==> config.mk <==
export PLATFORM = sky130hd
export DESIGN_NAME = scs_spi_clock_stop
export DESIGN_NICKNAME = d
export VERILOG_FILES = /design/src/design/scs_pkg.sv /design/src/design/scs_spi_clock_stop.sv /design/src/design/scs_rate_gen.sv
export SDC_FILE = /design/constraint.sdc
export NUM_CORES = 1
export LEC_CHECK = 0
export BUFFER_PORTS_ARGS = -buffer_cell sky130_fd_sc_hd__buf_2
export CORE_MARGIN = 8
export CORE_UTILIZATION = 55
export DETAILED_ROUTE_END_ITERATION = 7
export PLACE_DENSITY = 0.77
export SLEW_MARGIN = 20
export SYNTH_ARGS = -nofsm -noshare
export SYNTH_HDL_FRONTEND = slang
export SYNTH_HIERARCHICAL = 1
export SYNTH_SLANG_ARGS = --single-unit
==> constraint.sdc <==
create_clock -name core_clk -period 7.73 [get_ports core_clk]
set_input_delay 0.3865 -clock core_clk [delete_from_list [all_inputs] [get_ports core_clk]]
set_output_delay 0.3865 -clock core_clk [all_outputs]
set_load 0.05 [all_outputs]
==> src/design/scs_pkg.sv <==
package scs_pkg;

   localparam int WORD_W  = 16;
   localparam int CNT_W   = 5;
   localparam int DIV_W   = 8;
   localparam int SYNC_W  = 4;
   localparam int SY_SCLK = 0;
   localparam int SY_TXFS = 1;
   localparam int SY_RXFS = 2;
   localparam int SY_DIN  = 3;

   localparam logic [1:0]       STOP_NO_DELAY     = 2'h2;
   localparam logic [1:0]       STOP_HALF_DELAY   = 2'h3;
   localparam logic             SRC_CPU           = 1'h1;
   localparam logic [DIV_W-1:0] DIV_SLAVE         = 8'h01;
   localparam logic [DIV_W-1:0] DIV_ONE           = 8'h01;
   localparam logic [CNT_W-1:0] CNT_ONE           = 5'h01;
   localparam logic [CNT_W-1:0] CNT_LAST          = 5'h0F;
   localparam logic [CNT_W-1:0] CNT_FULL          = 5'h10;

   typedef enum logic [4:0] {
      ST_IDLE  = 5'h01,
      ST_LEAD  = 5'h02,
      ST_SHIFT = 5'h04,
      ST_TRAIL = 5'h08,
      ST_SLAVE = 5'h10
   } scs_state_e;

   typedef struct packed {
      logic             master;
      logic [1:0]       clock_stop_select;
      logic             tx_clock_polarity;
      logic             rate_gen_source_select;
      logic [DIV_W-1:0] rate_gen_divider;
      logic             tx_sync_polarity;
      logic             rx_sync_polarity;
   } scs_cfg_s;

   typedef struct packed {
      logic tx_clock_direction;
      logic rx_clock_direction;
      logic tx_sync_direction;
      logic rx_sync_direction;
   } scs_dir_s;

   typedef struct packed {
      logic             level;
      logic             rise;
      logic             fall;
      logic [DIV_W-1:0] cnt;
   } scs_gen_s;

   typedef struct packed {
      scs_state_e        state;
      logic [SYNC_W-1:0] sync1;
      logic [SYNC_W-1:0] sync2;
      logic              sclk_prev;
      logic              sel_prev;
      logic [WORD_W-1:0] tx_sh;
      logic [WORD_W-1:0] rx_sh;
      logic [CNT_W-1:0]  bits;
      logic              pending;
      logic              sclk_lvl;
      logic              fs_act;
      logic              dout;
      logic              doe;
      logic              rx_valid;
      logic [WORD_W-1:0] rx_word;
   } scs_core_s;

   localparam scs_gen_s GEN_IDLE =
      '{level: 1'b1, rise: 1'b0, fall: 1'b0, cnt: '0};
   localparam scs_core_s CORE_RESET =
      '{state: ST_IDLE, sync1: '1, sync2: '1, sel_prev: 1'b1, default: '0};

   // Phase length in core cycles; a zero divider acts as one
   function automatic logic [DIV_W-1:0] scs_phase_len(
      input logic [DIV_W-1:0] div,
      input logic             high
   );
      logic [DIV_W:0] d;
      d = (div == '0) ? {1'b0, DIV_ONE} : {1'b0, div};
      if (d[0]) begin
         scs_phase_len = DIV_W'((d + 9'h001) >> 1);
      end else begin
         scs_phase_len = DIV_W'((d >> 1) + {8'h00, high});
      end
   endfunction : scs_phase_len

endpackage : scs_pkg

==> src/design/scs_spi_clock_stop.sv <==
`timescale 1ns/1ps
// How it works
// - Slave needs rate clock at half core clock: source one, divider one.
// - Master clock period equals divider plus one core cycles.
// - Low phase is half period for odd divider, divider/2 when even.
// - High phase is half period for odd divider, divider/2+1 when even.
// - With sync polarity one, master frame sync pin is active low.
// - Slave inverts active-low select on both sync inputs before use.
// - Master drives clock and transmit sync; receive directions are inputs.
// - Slave takes clock and both syncs from outside.
// - Master asserts select before the clock edge that starts transfer.
// - Transfer begins at a rising edge of the master clock in half-delay mode, at a falling edge in no-delay mode.
// - Half-delay mode: select low one full period before first rise.
// - No-delay mode: select low one high phase before first fall.
// - Half-delay mode: select held one low phase after final fall.
// - No-delay mode: select held one full period after final rise.
// - Each new transmit bit launches on a falling clock edge.
// - Receive bits are captured on the rising clock edge.
// - Master floats data output after last bit: at final fall (half-delay), one high phase after final rise (no-delay).
// - Slave drives first bit on select going low, before any clock.
module scs_spi_clock_stop import scs_pkg::*; (
   input  wire logic              core_clk,
   input  wire logic              srst,
   input  wire scs_cfg_s          cfg,
   input  wire logic              tx_word_valid,
   input  wire logic [WORD_W-1:0] tx_word,
   output logic                   tx_word_ready,
   output logic                   rx_word_valid,
   output logic [WORD_W-1:0]      rx_word,
   output logic                   busy,
   output logic                   config_error,
   output scs_dir_s               dir,
   input  wire logic              serial_clock_pin_i,
   output logic                   serial_clock_pin_o,
   output logic                   serial_clock_pin_oe,
   input  wire logic              tx_frame_sync_pin_i,
   output logic                   tx_frame_sync_pin_o,
   output logic                   tx_frame_sync_pin_oe,
   input  wire logic              rx_frame_sync_pin_i,
   output logic                   serial_data_out_pin_o,
   output logic                   serial_data_out_pin_oe,
   input  wire logic              serial_data_in_pin
);

   scs_core_s         r;
   scs_core_s         n;
   scs_gen_s          gen;
   logic              mode_half;
   logic              mode_ok;
   logic              handshake;
   logic [WORD_W-1:0] word_in;
   logic              sclk_s;
   logic              tx_sel;
   logic              rx_sel;
   logic              din_s;
   logic              sl_rise;
   logic              sl_fall;
   logic              sl_sel_on;
   logic              gen_run;

   ////////////////////////////////////////////////////////////////////////
   // Configuration

   assign mode_half = (cfg.clock_stop_select == STOP_HALF_DELAY);
   assign mode_ok   = (mode_half && !cfg.tx_clock_polarity)
                   || (cfg.clock_stop_select == STOP_NO_DELAY
                       && cfg.tx_clock_polarity);

   always_comb begin
      config_error = !mode_ok
                  || !cfg.tx_sync_polarity
                  || !cfg.rx_sync_polarity;
      if (!cfg.master
          && (cfg.rate_gen_source_select != SRC_CPU
              || cfg.rate_gen_divider != DIV_SLAVE)) begin
         config_error = 1'b1;
      end
   end

   always_comb begin
      dir.tx_clock_direction = cfg.master;
      dir.tx_sync_direction  = cfg.master;
      dir.rx_clock_direction = 1'b0;
      dir.rx_sync_direction  = 1'b0;
   end

   ////////////////////////////////////////////////////////////////////////
   // Slave-side pin view, sampled at the rate clock

   assign sclk_s = r.sync2[SY_SCLK];
   assign din_s  = r.sync2[SY_DIN];
   assign tx_sel = cfg.tx_sync_polarity ? ~r.sync2[SY_TXFS]
                                        : r.sync2[SY_TXFS];
   assign rx_sel = cfg.rx_sync_polarity ? ~r.sync2[SY_RXFS]
                                        : r.sync2[SY_RXFS];

   assign sl_rise   = gen.rise && sclk_s && !r.sclk_prev;
   assign sl_fall   = gen.rise && !sclk_s && r.sclk_prev;
   assign sl_sel_on = gen.rise && tx_sel && !r.sel_prev;

   assign tx_word_ready = (r.state == ST_IDLE) && !config_error;
   assign handshake     = tx_word_valid && tx_word_ready;
   assign word_in       = handshake ? tx_word : r.tx_sh;

   ////////////////////////////////////////////////////////////////////////
   // Next state

   always_comb begin
      n          = r;
      n.sync1    = {serial_data_in_pin, rx_frame_sync_pin_i,
                    tx_frame_sync_pin_i, serial_clock_pin_i};
      n.sync2    = r.sync1;
      n.rx_valid = 1'b0;
      if (gen.rise) begin
         n.sclk_prev = sclk_s;
         n.sel_prev  = tx_sel;
      end
      case (r.state)
         ST_IDLE: begin
            n.sclk_lvl = cfg.tx_clock_polarity;
            n.fs_act   = 1'b0;
            n.doe      = 1'b0;
            n.pending  = 1'b0;
            n.bits     = '0;
            n.tx_sh    = word_in;
            if (handshake && cfg.master) begin
               n.state  = ST_LEAD;
               n.fs_act = 1'b1;
            end else if (!cfg.master && !config_error && sl_sel_on) begin
               n.state = ST_SLAVE;
               n.dout  = word_in[WORD_W-1];
               n.doe   = 1'b1;
            end
         end
         ST_LEAD: begin
            if (gen.fall) begin
               n.dout = r.tx_sh[WORD_W-1];
               n.doe  = 1'b1;
               if (!mode_half) begin
                  n.sclk_lvl = 1'b0;
                  n.state    = ST_SHIFT;
               end
            end
            if (gen.rise) begin
               n.sclk_lvl = 1'b1;
               n.rx_sh    = {r.rx_sh[WORD_W-2:0], din_s};
               n.bits     = CNT_W'(r.bits + CNT_ONE);
               n.pending  = 1'b1;
               n.state    = ST_SHIFT;
            end
         end
         ST_SHIFT: begin
            if (gen.rise) begin
               n.sclk_lvl = 1'b1;
               n.rx_sh    = {r.rx_sh[WORD_W-2:0], din_s};
               n.bits     = CNT_W'(r.bits + CNT_ONE);
               n.pending  = 1'b1;
               if (r.bits == CNT_LAST) begin
                  n.state    = ST_TRAIL;
                  n.rx_valid = 1'b1;
                  n.rx_word  = {r.rx_sh[WORD_W-2:0], din_s};
               end
            end
            if (gen.fall) begin
               n.sclk_lvl = 1'b0;
               if (r.pending) begin
                  n.tx_sh   = {r.tx_sh[WORD_W-2:0], 1'b0};
                  n.dout    = r.tx_sh[WORD_W-2];
                  n.pending = 1'b0;
               end
            end
         end
         ST_TRAIL: begin
            if (gen.fall) begin
               n.doe      = 1'b0;
               n.sclk_lvl = cfg.tx_clock_polarity;
            end
            if (gen.rise) begin
               n.fs_act = 1'b0;
               n.state  = ST_IDLE;
            end
         end
         ST_SLAVE: begin
            if (sl_rise && rx_sel && r.bits != CNT_FULL) begin
               n.rx_sh   = {r.rx_sh[WORD_W-2:0], din_s};
               n.bits    = CNT_W'(r.bits + CNT_ONE);
               n.pending = 1'b1;
               if (r.bits == CNT_LAST) begin
                  n.rx_valid = 1'b1;
                  n.rx_word  = {r.rx_sh[WORD_W-2:0], din_s};
               end
            end
            if (sl_fall && r.pending && r.bits != CNT_FULL) begin
               n.tx_sh   = {r.tx_sh[WORD_W-2:0], 1'b0};
               n.dout    = r.tx_sh[WORD_W-2];
               n.pending = 1'b0;
            end
            if (gen.rise && !tx_sel) begin
               n.doe   = 1'b0;
               n.state = ST_IDLE;
            end
         end
         default: begin
            n = CORE_RESET;
         end
      endcase
   end

   always_ff @(posedge core_clk) begin
      if (srst) begin
         r <= CORE_RESET;
      end else begin
         r <= n;
      end
   end

   ////////////////////////////////////////////////////////////////////////
   // Rate generator; free running for slave sampling

   assign gen_run = cfg.master ? (n.state != ST_IDLE) : 1'b1;

   scs_rate_gen u_rate_gen (
      .core_clk (core_clk),
      .srst     (srst),
      .run      (gen_run),
      .divider  (cfg.rate_gen_divider),
      .gen      (gen)
   );

   ////////////////////////////////////////////////////////////////////////
   // Outputs

   assign rx_word_valid          = r.rx_valid;
   assign rx_word                = r.rx_word;
   assign busy                   = (r.state != ST_IDLE);
   assign serial_clock_pin_o     = r.sclk_lvl;
   assign serial_clock_pin_oe    = dir.tx_clock_direction;
   assign tx_frame_sync_pin_o    = r.fs_act ^ cfg.tx_sync_polarity;
   assign tx_frame_sync_pin_oe   = dir.tx_sync_direction;
   assign serial_data_out_pin_o  = r.dout;
   assign serial_data_out_pin_oe = r.doe;

   ////////////////////////////////////////////////////////////////////////
   // Checks

   logic [DIV_W:0] lead_cnt;
   logic [DIV_W:0] trail_cnt;
   logic [DIV_W:0] period;

   assign period = (cfg.rate_gen_divider == '0)
                 ? 9'h002 : {1'b0, cfg.rate_gen_divider} + 9'h001;

   always_ff @(posedge core_clk) begin
      if (srst) begin
         lead_cnt  <= '0;
         trail_cnt <= '0;
      end else begin
         lead_cnt  <= (r.state == ST_LEAD)
                    ? (DIV_W+1)'(lead_cnt + 9'h001) : '0;
         trail_cnt <= (r.state == ST_TRAIL)
                    ? (DIV_W+1)'(trail_cnt + 9'h001) : '0;
      end
   end
endmodule : scs_spi_clock_stop

==> src/design/scs_rate_gen.sv <==
`timescale 1ns/1ps
module scs_rate_gen import scs_pkg::*; (
   input  wire logic             core_clk,
   input  wire logic             srst,
   input  wire logic             run,
   input  wire logic [DIV_W-1:0] divider,
   output scs_gen_s              gen
);

   scs_gen_s         r;
   scs_gen_s         next_r;
   logic [DIV_W-1:0] len;

   always_comb begin
      len         = scs_phase_len(divider, r.level);
      next_r      = r;
      next_r.rise = 1'b0;
      next_r.fall = 1'b0;
      if (!run) begin
         next_r = GEN_IDLE;
      end else if (r.cnt == DIV_W'(len - DIV_ONE)) begin
         next_r.level = ~r.level;
         next_r.rise  = ~r.level;
         next_r.fall  = r.level;
         next_r.cnt   = '0;
      end else begin
         next_r.cnt = DIV_W'(r.cnt + DIV_ONE);
      end
   end

   always_ff @(posedge core_clk) begin
      if (srst) begin
         r <= GEN_IDLE;
      end else begin
         r <= next_r;
      end
   end

   assign gen = r;

   ////////////////////////////////////////////////////////////////////////
   logic [DIV_W:0] per_cnt;
   logic [DIV_W:0] ph_cnt;
   logic           seen_rise;
   logic           seen_edge;

   always_ff @(posedge core_clk) begin
      if (srst || !run) begin
         per_cnt   <= '0;
         ph_cnt    <= '0;
         seen_rise <= 1'b0;
         seen_edge <= 1'b0;
      end else begin
         per_cnt   <= r.rise ? 9'h001 : (DIV_W+1)'(per_cnt + 9'h001);
         ph_cnt    <= (r.rise || r.fall) ? 9'h001
                                         : (DIV_W+1)'(ph_cnt + 9'h001);
         seen_rise <= seen_rise | r.rise;
         seen_edge <= seen_edge | r.rise | r.fall;
      end
   end
endmodule : scs_rate_gen

# Word level (Yosys, flattened, before mapping)
# Cells that the tools add are included.
[word_totals]
reg_bits = 84
input_bits = 38
out_inout_bits = 30
wordCells = 173
[classes]
n_addsub = 5
eq_ne = 30
n_mux = 50
bitwise = 15
reduce_logical = 53
[op_table]
columns = ["op", "count"]
rows = [
  ["$mux 16", 4],
  ["$pmux 16 s4", 1],
  ["$pmux 15 s4", 1],
  ["$mux 17", 3],
  ["$pmux 17 s3", 1],
  ["$mux 5", 9],
  ["$mux 22", 2],
  ["$pmux 5 s5", 1],
  ["$pmux 6 s4", 1],
  ["$mux 21", 1],
  ["$logic_and 1x1->1", 19],
  ["$mux 1", 16],
  ["$mux 8", 2],
  ["$reduce_and 4->1", 4],
  ["$pmux 1 s5", 3],
  ["$ne 2x1->1 const B", 7],
  ["$not 1->1", 14],
  ["$ne 2x2->1 const B", 6],
  ["$reduce_or 3->1", 4],
  ["$eq 5x4->1 const B", 2],
  ["$logic_not 1->1", 10],
  ["$ne 5x1->1 const B", 2],
  ["$reduce_and 5->1", 2],
  ["$add 9x1->9 const B", 1],
  ["other kinds (25)", 37],
]

# Longest topological paths before layout
# Gate-level depths: netlist (run 1).
[depth]
ltp_word = 17
mapped_depth = 13
mapped_depth_nobuf = 13

# Cells and area by module
# The synthesis (run 1) kept the hierarchy.
[by_module_without_submodules]
columns = ["module", "instances", "cells_per_inst", "area_per_inst_um2", "seq_area_each_um2"]
rows = [
  ["scs_spi_clock_stop", 1, 379, 3482.1, 1461.4],
  ["scs_rate_gen", 1, 131, 1097.3, 220.2],
]

# Worst setup path after synthesis (run 1)
# No wires, ideal clock.
[synth_path]
path_kind = "input -> output"
startpoint = "in cfg[4] in the netlist's numbering"
endpoint = "out tx_word_ready"
t_arrival_ps = 2471
required_ps = 7343
slack_ps = 4872
stages = 3
n_path_buf = 0
path_cell_list = "nor4_1 -> a41oi_1 -> nor4_1"
[synth_between]
elab_chain_cells = 6
[synth_rtl]
columns = ["item", "line_no", "text"]
rows = [
  ["from (decl)", "scs_spi_clock_stop.sv:24", "input wire scs_cfg_s cfg,"],
  ["$ne 8x1->1", "scs_spi_clock_stop.sv:75", "|| cfg.rate_gen_divider != DIV_SLAVE)) begin"],
  ["$logic_or 1x1->1", "scs_spi_clock_stop.sv:75", ""],
  ["$logic_and 1x1->1", "scs_spi_clock_stop.sv:74", "&& (cfg.rate_gen_source_select != SRC_CPU"],
  ["$mux 1", "scs_spi_clock_stop.sv:73", "if (!cfg.master"],
  ["$logic_not 1->1", "scs_spi_clock_stop.sv:101", "assign tx_word_ready = (r.state == ST_IDLE) && !config_error;"],
  ["$logic_and 1x1->1", "scs_spi_clock_stop.sv:101", ""],
  ["to (decl)", "scs_spi_clock_stop.sv:27", "output logic tx_word_ready,"],
]
# Every way passes these cells.

# Worst setup path after layout (run 1)
[layout_path]
startpoint = "reg u_rate_gen.r, in the netlist u_rate_gen/gen[10]"
endpoint = "reg u_rate_gen.r, in the netlist u_rate_gen/gen[8]"
[layout_between]
elab_chain_cells = 6
[layout_rtl]
columns = ["item", "line_no", "text"]
rows = [
  ["from (decl)", "scs_rate_gen.sv:10", "scs_gen_s r;"],
  ["from (signal assigned)", "scs_rate_gen.sv:35", "r <= next_r;"],
  ["$add 8x1->8", "scs_pkg.sv:86", "scs_phase_len = DIV_W'((d >> 1) + {8'h00, high});"],
  ["$mux 8", "scs_pkg.sv:83", "if (d[0]) begin"],
  ["$sub 8x1->8", "scs_rate_gen.sv:21", "end else if (r.cnt == DIV_W'(len - DIV_ONE)) begin"],
  ["$eq 8x8->1", "scs_rate_gen.sv:21", ""],
  ["$not 1->1 (no line)", "n/a", ""],
  ["$reduce_or 3->1 (no line)", "n/a", ""],
]
# Parallel ways exist; a longest one is shown, timed or not.
# A chain may end at the register's enable or synchronous reset.

==> out/summary.txt, run 1 <==
========================================================================================
Result of the run                                                           finished, final reports clean
Internal power summed over all cells                                         0.0006535 W
Share of synthesized area occupied by flip-flops and latches                      36.72%
Min-delay src                                                               serial_data_in_pin
Post-synthesis area per instance                                              8.979 um^2
Startpoint Class                                                                register
Aggregate routed wire length                                                    10020 um
Number of register bits inferred by synthesis                                         84
Final hold violation count                                                             0
Buffer cell driving the clock tree root                                         clkbuf_8
Static Leakage                                                                  1.936 nW
DRC violation count after routing                                                      0
Register-to-register setup slack                                                 4.70 ns
Number of antenna-violating nets in the routed design                                  0
Setup-failing EPs final                                                                0
Number of buffers inserted during clock tree synthesis                                 9
Worst-case clock buffer depth                                                          2
First-pass GRT wire length                                                      16860 um
Net load switching power                                                     0.0002209 W
Yosys warning total                                                                    6
Routability-driven placement congestion ratio                                     0.9133
Area added between synthesis and finish                                           8.798%
Kind of end point of the critical path                                          register
Pins Over Slew Limit                                                                   0
Height of the chip                                                              107.2 um
CTS sink count                                                                        84
Crit Reg-Reg Startpoint                                                     u_rate_gen/gen[10]
Total vias in the final route                                                       3834
Fraction of layout cells with a size suffix above 1                               21.68%
Unrepaired setup endpoints after global routing                                    false
Net total in the final layout                                                        589
Post-CTS repair timing setup buffer count                                              0
Maximum Capacitance Violations                                                         0
Width of the chip                                                               107.2 um
Number of flops mapped to enable cells by yosys                                        0
Number of global-route vias before repair                                           3628
Number of input and output port buffers inserted                                      65
Wire length per cell after detailed routing                                     15.32 um
Worst-path fanout max                                                                  6
R2r endpoint                                                                u_rate_gen/gen[8]
Largest net degree at the start of global routing                                     31
Final worst path period need                                                    3.032 ns
Clock transition at the registers of the reported paths                          0.09 ns
IO Count                                                                              68
Global route overflow                                                                  0
Area inside the core boundary                                                  8134 um^2
Maximum level of the CTS H-tree                                                        3
Number of DRC markers after the initial detailed-route iteration                     206
Max-Slew Margin vs Limit                                                          34.47%
Detail-routed via count per cell                                                   5.862
Die outline area                                                              11500 um^2
Power density cells                                                         175.5 nW/um^2
Peak VDD IR                                                                   0.09528 mV
Worst clock skew                                                              0.01218 ns
Cell area after synthesis                                                      4579 um^2
Most used flip-flop cell after synthesis                                         dfxtp_1
Worst reg-to-reg path cell count                                                      10
Utilization of the core after routing                                             61.25%
Ratio of final minimum period to clock period                                     39.22%
Total number of placement rows                                                        33
Mapped Cells                                                                         510
Share of synthesized flip-flops with an asynchronous set or reset                     0%
Tot GR Track Use                                                                  17.68%
Number of library cell types mapped by synthesis                                      73
Worst Tran Pin Value                                                           0.9793 ns
Leading cell types in the layout, fill and taps excluded                    dfxtp_1, nor2_1, buf_2
Quantity of gates resized following cts                                                0
Min-Delay Path Class                                                           in -> reg
F_max                                                                          329.9 MHz
Startpoint-to-endpoint class of the critical path                             reg -> reg
Worst EP arrival                                                                 3.31 ns
Sw frac                                                                           25.26%
CTS tree                                                                           built
Setup TNS after final layout                                                        0 ns
Part of the power in registers                                                     50.2%
Clock insertion delay at the later pin of the skew report                        0.35 ns
Endpoint, Worst Hold                                                               r[68]
Initial DRT Pass Iterations                                                            5
Hold-fix buffers, CTS                                                                  0
Number of antenna violations at the first check in global routing                      0
Worst hold stages                                                                      2
Count of antenna diodes in the layout                                                  0
Data required time at the worst endpoint                                         8.00 ns
Total half-perimeter wirelength after legalization and detailed placement        7347 um
Starting density of the core                                                      56.30%
Most frequent standard cell in the layout excluding fill and tap cells           dfxtp_1
Comb power frac                                                                     9.6%
Share of power burned in the clock network                                         40.2%
========================================================================================
layer usage:
| metal | track usage (%) | part of all wire, % |
|---|---|---|
| met2 | 29.96 | 49 |
| met1 | 21.20 | 43 |
| met5 | 0 | 0 |
| met3 | 4.979 | 6.2 |
| met4 | 5.126 | 1.4 |
Yosys cell counts (all sizes together), types with 2 or more instances:
cell type  count  area (um^2)
nor3b          2        15.01
a211oi         4        35.03
nor3          15        96.35
ha             7        87.58
a22oi         21        157.7
nand3b         3        22.52
nor2b          3        18.77
a2111oi        3        82.58
xnor2         15        131.4
dfxtp         84         1682
xor2          15        138.9
a22o          29        254.0
a21oi         13        65.06
o22ai          2        18.77
nand2b         4        25.02
nor2          71        269.0
buf           36        280.3
a31oi          3        18.77
clkbuf        11        42.54
o31ai          6        45.04
nor4b          3        26.28
a21o           4        30.03
or3            3        23.77
o211ai         2        15.01
and2           6        40.04
or2           12        75.08
inv           14        55.06
nand3         15        75.07
and4           3        26.28
nor4           9        62.56
nand4          3        18.77
or4            2        15.01
nand2         22        85.09
o311ai         2        17.52
mux2i         17        173.9
o21ai         18        97.60
and4b          3        30.03
and3           8        50.05
critical path, stage by stage (launching register included):
cell	delay, ns
dfxtp_1	0.42
ha_1	0.25
ha_1	0.27
o211ai_1	0.18
ha_1	0.31
inv_1	0.11
or4_1	0.53
a21boi_1	0.17
o2111ai_1	0.21
or3b_1	0.42
nor2_1	0.11
registers in the layout, indices dropped and copies added (netlist names):
name	flops
serial_data_out_pin_oe	1
serial_clock_pin_o	1
rx_word_valid	1
rx_word	16
serial_data_out_pin_o	1
r	52
din_s	1
u_rate_gen/gen	11
through the flow:
stage                power, W  cell area (um^2)  hold WS [ns]  setup WS, ns  instances
finish              0.0008744              4982        0.2170         4.698        654
global route        0.0009124              4982        0.2095         4.538        654
CTS                 0.0008850              4980        0.2023         4.725        654
detailed placement  0.0005329              4753        0.3967         4.556        638
global placement    0.0005295              4753        0.3951         4.692        638
floorplan           0.0005099              4583        0.3925         4.872        511
power by group through the flow:
stage / Sequential, W / Combinational (W) / Clock [W]
after floorplan: 0.000449 / 0.0000605 / 0
after global placement: 0.000449 / 0.0000803 / 0
after detailed placement: 0.000449 / 0.0000835 / 0
after CTS: 0.000439 / 0.0000838 / 0.000362
after global routing: 0.000440 / 0.0000912 / 0.000381
final: 0.000439 / 0.0000840 / 0.000351
worst max path at each step:
stage | startpoint | endpoint | slack (ns) | cells after the start
final | u_rate_gen/gen[10] | u_rate_gen/gen[8] | 4.70 | 10
after global routing | u_rate_gen/gen[10] | u_rate_gen/gen[8] | 4.54 | 11
after CTS | u_rate_gen/gen[10] | u_rate_gen/gen[5] | 4.73 | 10
after detailed placement | cfg[3] | u_rate_gen/gen[5] | 4.56 | 11
after global placement | cfg[3] | u_rate_gen/gen[8] | 4.69 | 11
after floorplan | cfg[4] | tx_word_ready | 4.87 | 3
cell families (layout without fill, tap and decap cells):
group           count (synthesis)  after routing  share of synthesized area [%]
xor+xnor                       31             31                          6.394
flops                          84             84                          36.72
buf+inv                        61             99                          8.251
compound gates                116            116                          20.14
simple gates                  192            192                          22.38
other cells                     1              2                        0.08189
mux                            18             18                          4.125
fa+ha+maj                       7              7                          1.912
area by class of cell:
| type | instances | area, um^2 |
|---|---|---|
| clock inverters | 7 | 102.6 |
| repair buffers | 69 | 355.3 |
| clock buffers | 9 | 123.9 |
| well taps | 105 | 131.4 |
| flip-flops and latches | 84 | 1682 |
| multi-input cells | 366 | 2532 |
| fillers | 720 | 3152 |
| inverters | 14 | 55.05 |
Power figures use the tool's default switching activity.
==> inputs of run 2 (changes only) <==
==> constraint.sdc (replaced) <==
create_clock -name core_clk -period 3 [get_ports core_clk]
set_input_delay 0.15 -clock core_clk [delete_from_list [all_inputs] [get_ports core_clk]]
set_output_delay 0.15 -clock core_clk [all_outputs]
set_load 0.05 [all_outputs]
==> run 2 against run 1 <==
Against the previous run: worst setup slack got worse by 4.5 ns; first-iteration DRC count fell by 20%; die area did not move; wire length rose by 3.3%; clock skew barely moved; clock power rose by 140%; critical path depth did not move; critical path type unchanged; highest routed layer unchanged.
==> out/summary.txt, run 2 (synthesis gave the netlist of run 1 again) <==
========================================================================================
CP Depth                                                                              10   unchanged
Max-Slew Margin vs Limit                                                          47.56%   +13 points
Cell type with the highest occurrence count on the critical path                    ha_2
Leading cell types in the layout, fill and taps excluded                    dfxtp_1, nor2_1, buf_2
Worst Tran Pin Value                                                           0.7841 ns   -0.1952 ns
Clock insertion delay at the later pin of the skew report                        0.35 ns   about the same
Clock transition at the registers of the reported paths                          0.09 ns   about the same
Data required time at the worst endpoint                                         3.29 ns   -4.71 ns
Min-Delay Path Class                                                           in -> reg
Inst Count DP                                                                        644   +0.94%
CTS tree                                                                           built
Comb power frac                                                                    10.5%   +0.9 points
Sw frac                                                                           24.97%   -0.29 points
Height of the chip                                                              107.2 um   unchanged
Number of input and output port buffers inserted                                      65   unchanged
Number of global-route vias before repair                                           3753   +3.4%
GR Util met1                                                                      22.17%   +0.96 points
Result of the run                                                           finished, final reports clean
Largest net degree at the start of global routing                                     31   unchanged
Startpoint-to-endpoint class of the critical path                             reg -> reg
Filler cells                                                                         709   -1.5%
Combined buffer and inverter count along the critical path                             1   unchanged
Wire length per cell after detailed routing                                     15.56 um   +1.6%
Internal power summed over all cells                                          0.001646 W   +150%
Kind of end point of the critical path                                          register
Maximum Capacitance Violations                                                         0   unchanged
Number of buffers inserted during clock tree synthesis                                 9   unchanged
Number of DRC markers after the initial detailed-route iteration                     165   -20%
Share of power burned in the clock network                                         37.9%   -2.3 points
Setup-failing EPs final                                                                0   unchanged
Static Leakage                                                                  1.975 nW   +2.0%
Top cell family by delay on the critical path                               simple AND/OR/NAND/NOR gates
F_max                                                                          352.4 MHz   +6.8%
Routability-driven placement congestion ratio                                     0.9098   -0.38%
Aggregate routed wire length                                                    10350 um   +3.3%
Worst-path fanout max                                                                  6   unchanged
Met2 Usage GRT                                                                    30.89%   +0.93 points
Worst clock skew                                                              0.01216 ns   -0.00001640 ns
Die outline area                                                              11500 um^2   unchanged
Worst reg-to-reg path cell count                                                      10   unchanged
Initial DRT Pass Iterations                                                            5   unchanged
CTS sink count                                                                        84   unchanged
Number of antenna violations at the first check in global routing                      0   unchanged
Detail-routed via count per cell                                                   5.762   -1.7%
First-pass GRT wire length                                                      17550 um   +4.1%
Register-to-register setup slack                                                 0.16 ns   -4.54 ns
Number of antenna-violating nets in the routed design                                  0   unchanged
Cell with the largest stage delay on the worst path                                or4_1
Fraction of layout cells with a size suffix above 1                               23.26%   +1.6 points
Starting density of the core                                                      56.30%   unchanged
Buffer cell driving the clock tree root                                         clkbuf_8
Total number of placement rows                                                        33   unchanged
Tot GR Track Use                                                                  18.22%   +0.54 points
Most frequent standard cell in the layout excluding fill and tap cells           dfxtp_1
Min-delay src                                                                 tx_word[0]
Layer with the highest usage after global routing                                   met2
Endpoint, Worst Hold                                                               r[43]
R2r endpoint                                                                u_rate_gen/gen[9]
Biggest register                                                                       r
Max reg flops                                                                         52   unchanged
Hold Worst Slack                                                              0.05404 ns   -0.1630 ns
Worst slack at placement                                                      0.09201 ns   -4.464 ns
Power density cells                                                         431.2 nW/um^2   +150%
Worst EP arrival                                                                 3.12 ns   -0.19 ns
Stage delay of the slowest cell on the critical path                             0.52 ns   about the same
Peak VDD IR                                                                    0.2491 mV   +160%
Crit Reg-Reg Startpoint                                                     u_rate_gen/gen[10]
Global route overflow                                                                  0   unchanged
Worst-case clock buffer depth                                                          2   unchanged
Width of the chip                                                               107.2 um   unchanged
Net load switching power                                                     0.0005478 W   +150%
Area added between synthesis and finish                                           11.09%
Total vias in the final route                                                       3832   -0.052%
Unrepaired setup endpoints after global routing                                     true
Post-CTS repair timing setup buffer count                                              0   unchanged
Area inside the core boundary                                                  8134 um^2   unchanged
Startpoint Class                                                                register
Total area of multi-input combinational cells                                  2565 um^2   +1.3%
Crit path cell chain                                                        ha_2 > ha_1 > o211ai_1 > ha_2 > inv_1 > or4_1 > a21boi_1 > o2111ai_2 > or3b_4 > nor2_1
Worst hold stages                                                                      3   +1
Total power                                                                   0.002194 W   +150%
Pins Over Slew Limit                                                                   0   unchanged
Net total in the final layout                                                        599   +1.7%
Setup slack after layout                                                       0.1627 ns   -4.536 ns
Ratio of final minimum period to clock period                                     94.58%   +55 points
Total half-perimeter wirelength after legalization and detailed placement        7599 um   +3.4%
Maximum level of the CTS H-tree                                                        3   unchanged
Post-Layout Cell Count                                                               665   +1.7%
Final hold violation count                                                             0   unchanged
IO Count                                                                              68   unchanged
Register Area                                                                  1683 um^2   about the same
DRC violation count after routing                                                      0   unchanged
Part of the power in registers                                                     51.6%   +1.4 points
Final worst path period need                                                    2.837 ns   -0.1943 ns
Fraction of met3 tracks used by global routing                                    4.139%   -0.84 points
========================================================================================
run 2: changes by cell type in the layout (fill, tap and decap cells not counted), moves of 2 or more:
cell           before  now
dlygate4sd3_1       0    4
inv_6               3    1
ha_1                7    5
buf_4               4   10
ha_2                0    2
clkbuf_8            9   11
run 2: area by class of cell:
| type | instances | area share (%) |
|---|---|---|
| clock inverter | 4 | 1.082 |
| antenna | 1 | 0.04919 |
| clock buffer | 12 | 3.050 |
| tap | 105 | 2.582 |
| multi-input combinational | 366 | 50.42 |
| sequential | 84 | 33.08 |
| inverter | 14 | 1.082 |
| timing repair buffer | 79 | 8.657 |
run 2: tightest hold or removal path: cells and delay by family:
| kind | cells | cell delay (ns) |
|---|---|---|
| compound gates | 1 | 0.07 |
| buf+inv | 1 | 0.07 |
| simple gates | 1 | 0.08 |
run 2: routing by layer:
| metal | routed length (um) | share of wire [%] |
|---|---|---|
| met1 | 4487 | 43 |
| met2 | 5056 | 49 |
| met3 | 617 | 6.0 |
| met4 | 184 | 1.8 |
| met5 | 0 | 0 |
run 2: worst max-delay path by stage:
stage                     slack [ns]                end          startpoint
after global routing           -0.02  u_rate_gen/gen[9]  u_rate_gen/gen[10]
after detailed placement        0.09  u_rate_gen/gen[2]  u_rate_gen/gen[10]
final                           0.16  u_rate_gen/gen[9]  u_rate_gen/gen[10]
after global placement          0.15              r[55]               r[72]
after floorplan                 0.32  u_rate_gen/gen[8]  u_rate_gen/gen[10]
after CTS                       0.06  u_rate_gen/gen[8]  u_rate_gen/gen[10]
run 2: power groups by stage:
| stage | sequential, W | clock, W | combinational [W] |
|---|---|---|---|
| after floorplan | 0.00116 | 0 | 0.000156 |
| after global placement | 0.00116 | 0 | 0.000215 |
| after detailed placement | 0.00116 | 0 | 0.000218 |
| after CTS | 0.00113 | 0.000847 | 0.000223 |
| after global routing | 0.00113 | 0.000901 | 0.000253 |
| final | 0.00113 | 0.000831 | 0.000231 |
run 2: repair_timing:
item	CTS	global route
endpoints found under the setup margin	0	11
gates resized for setup	0	8
hold buffers	4	0
hold endpoints to repair	4	0
run 2: metrics by stage:
stage                     TNS (ns)  area (um^2)  util [%]
after floorplan                  0         4583         -
after global placement           0         4798     58.99
after detailed placement         0         4798     58.99
after CTS                        0         5049     62.07
after global routing      -0.06228         5085     62.51
final                            0         5087     62.54
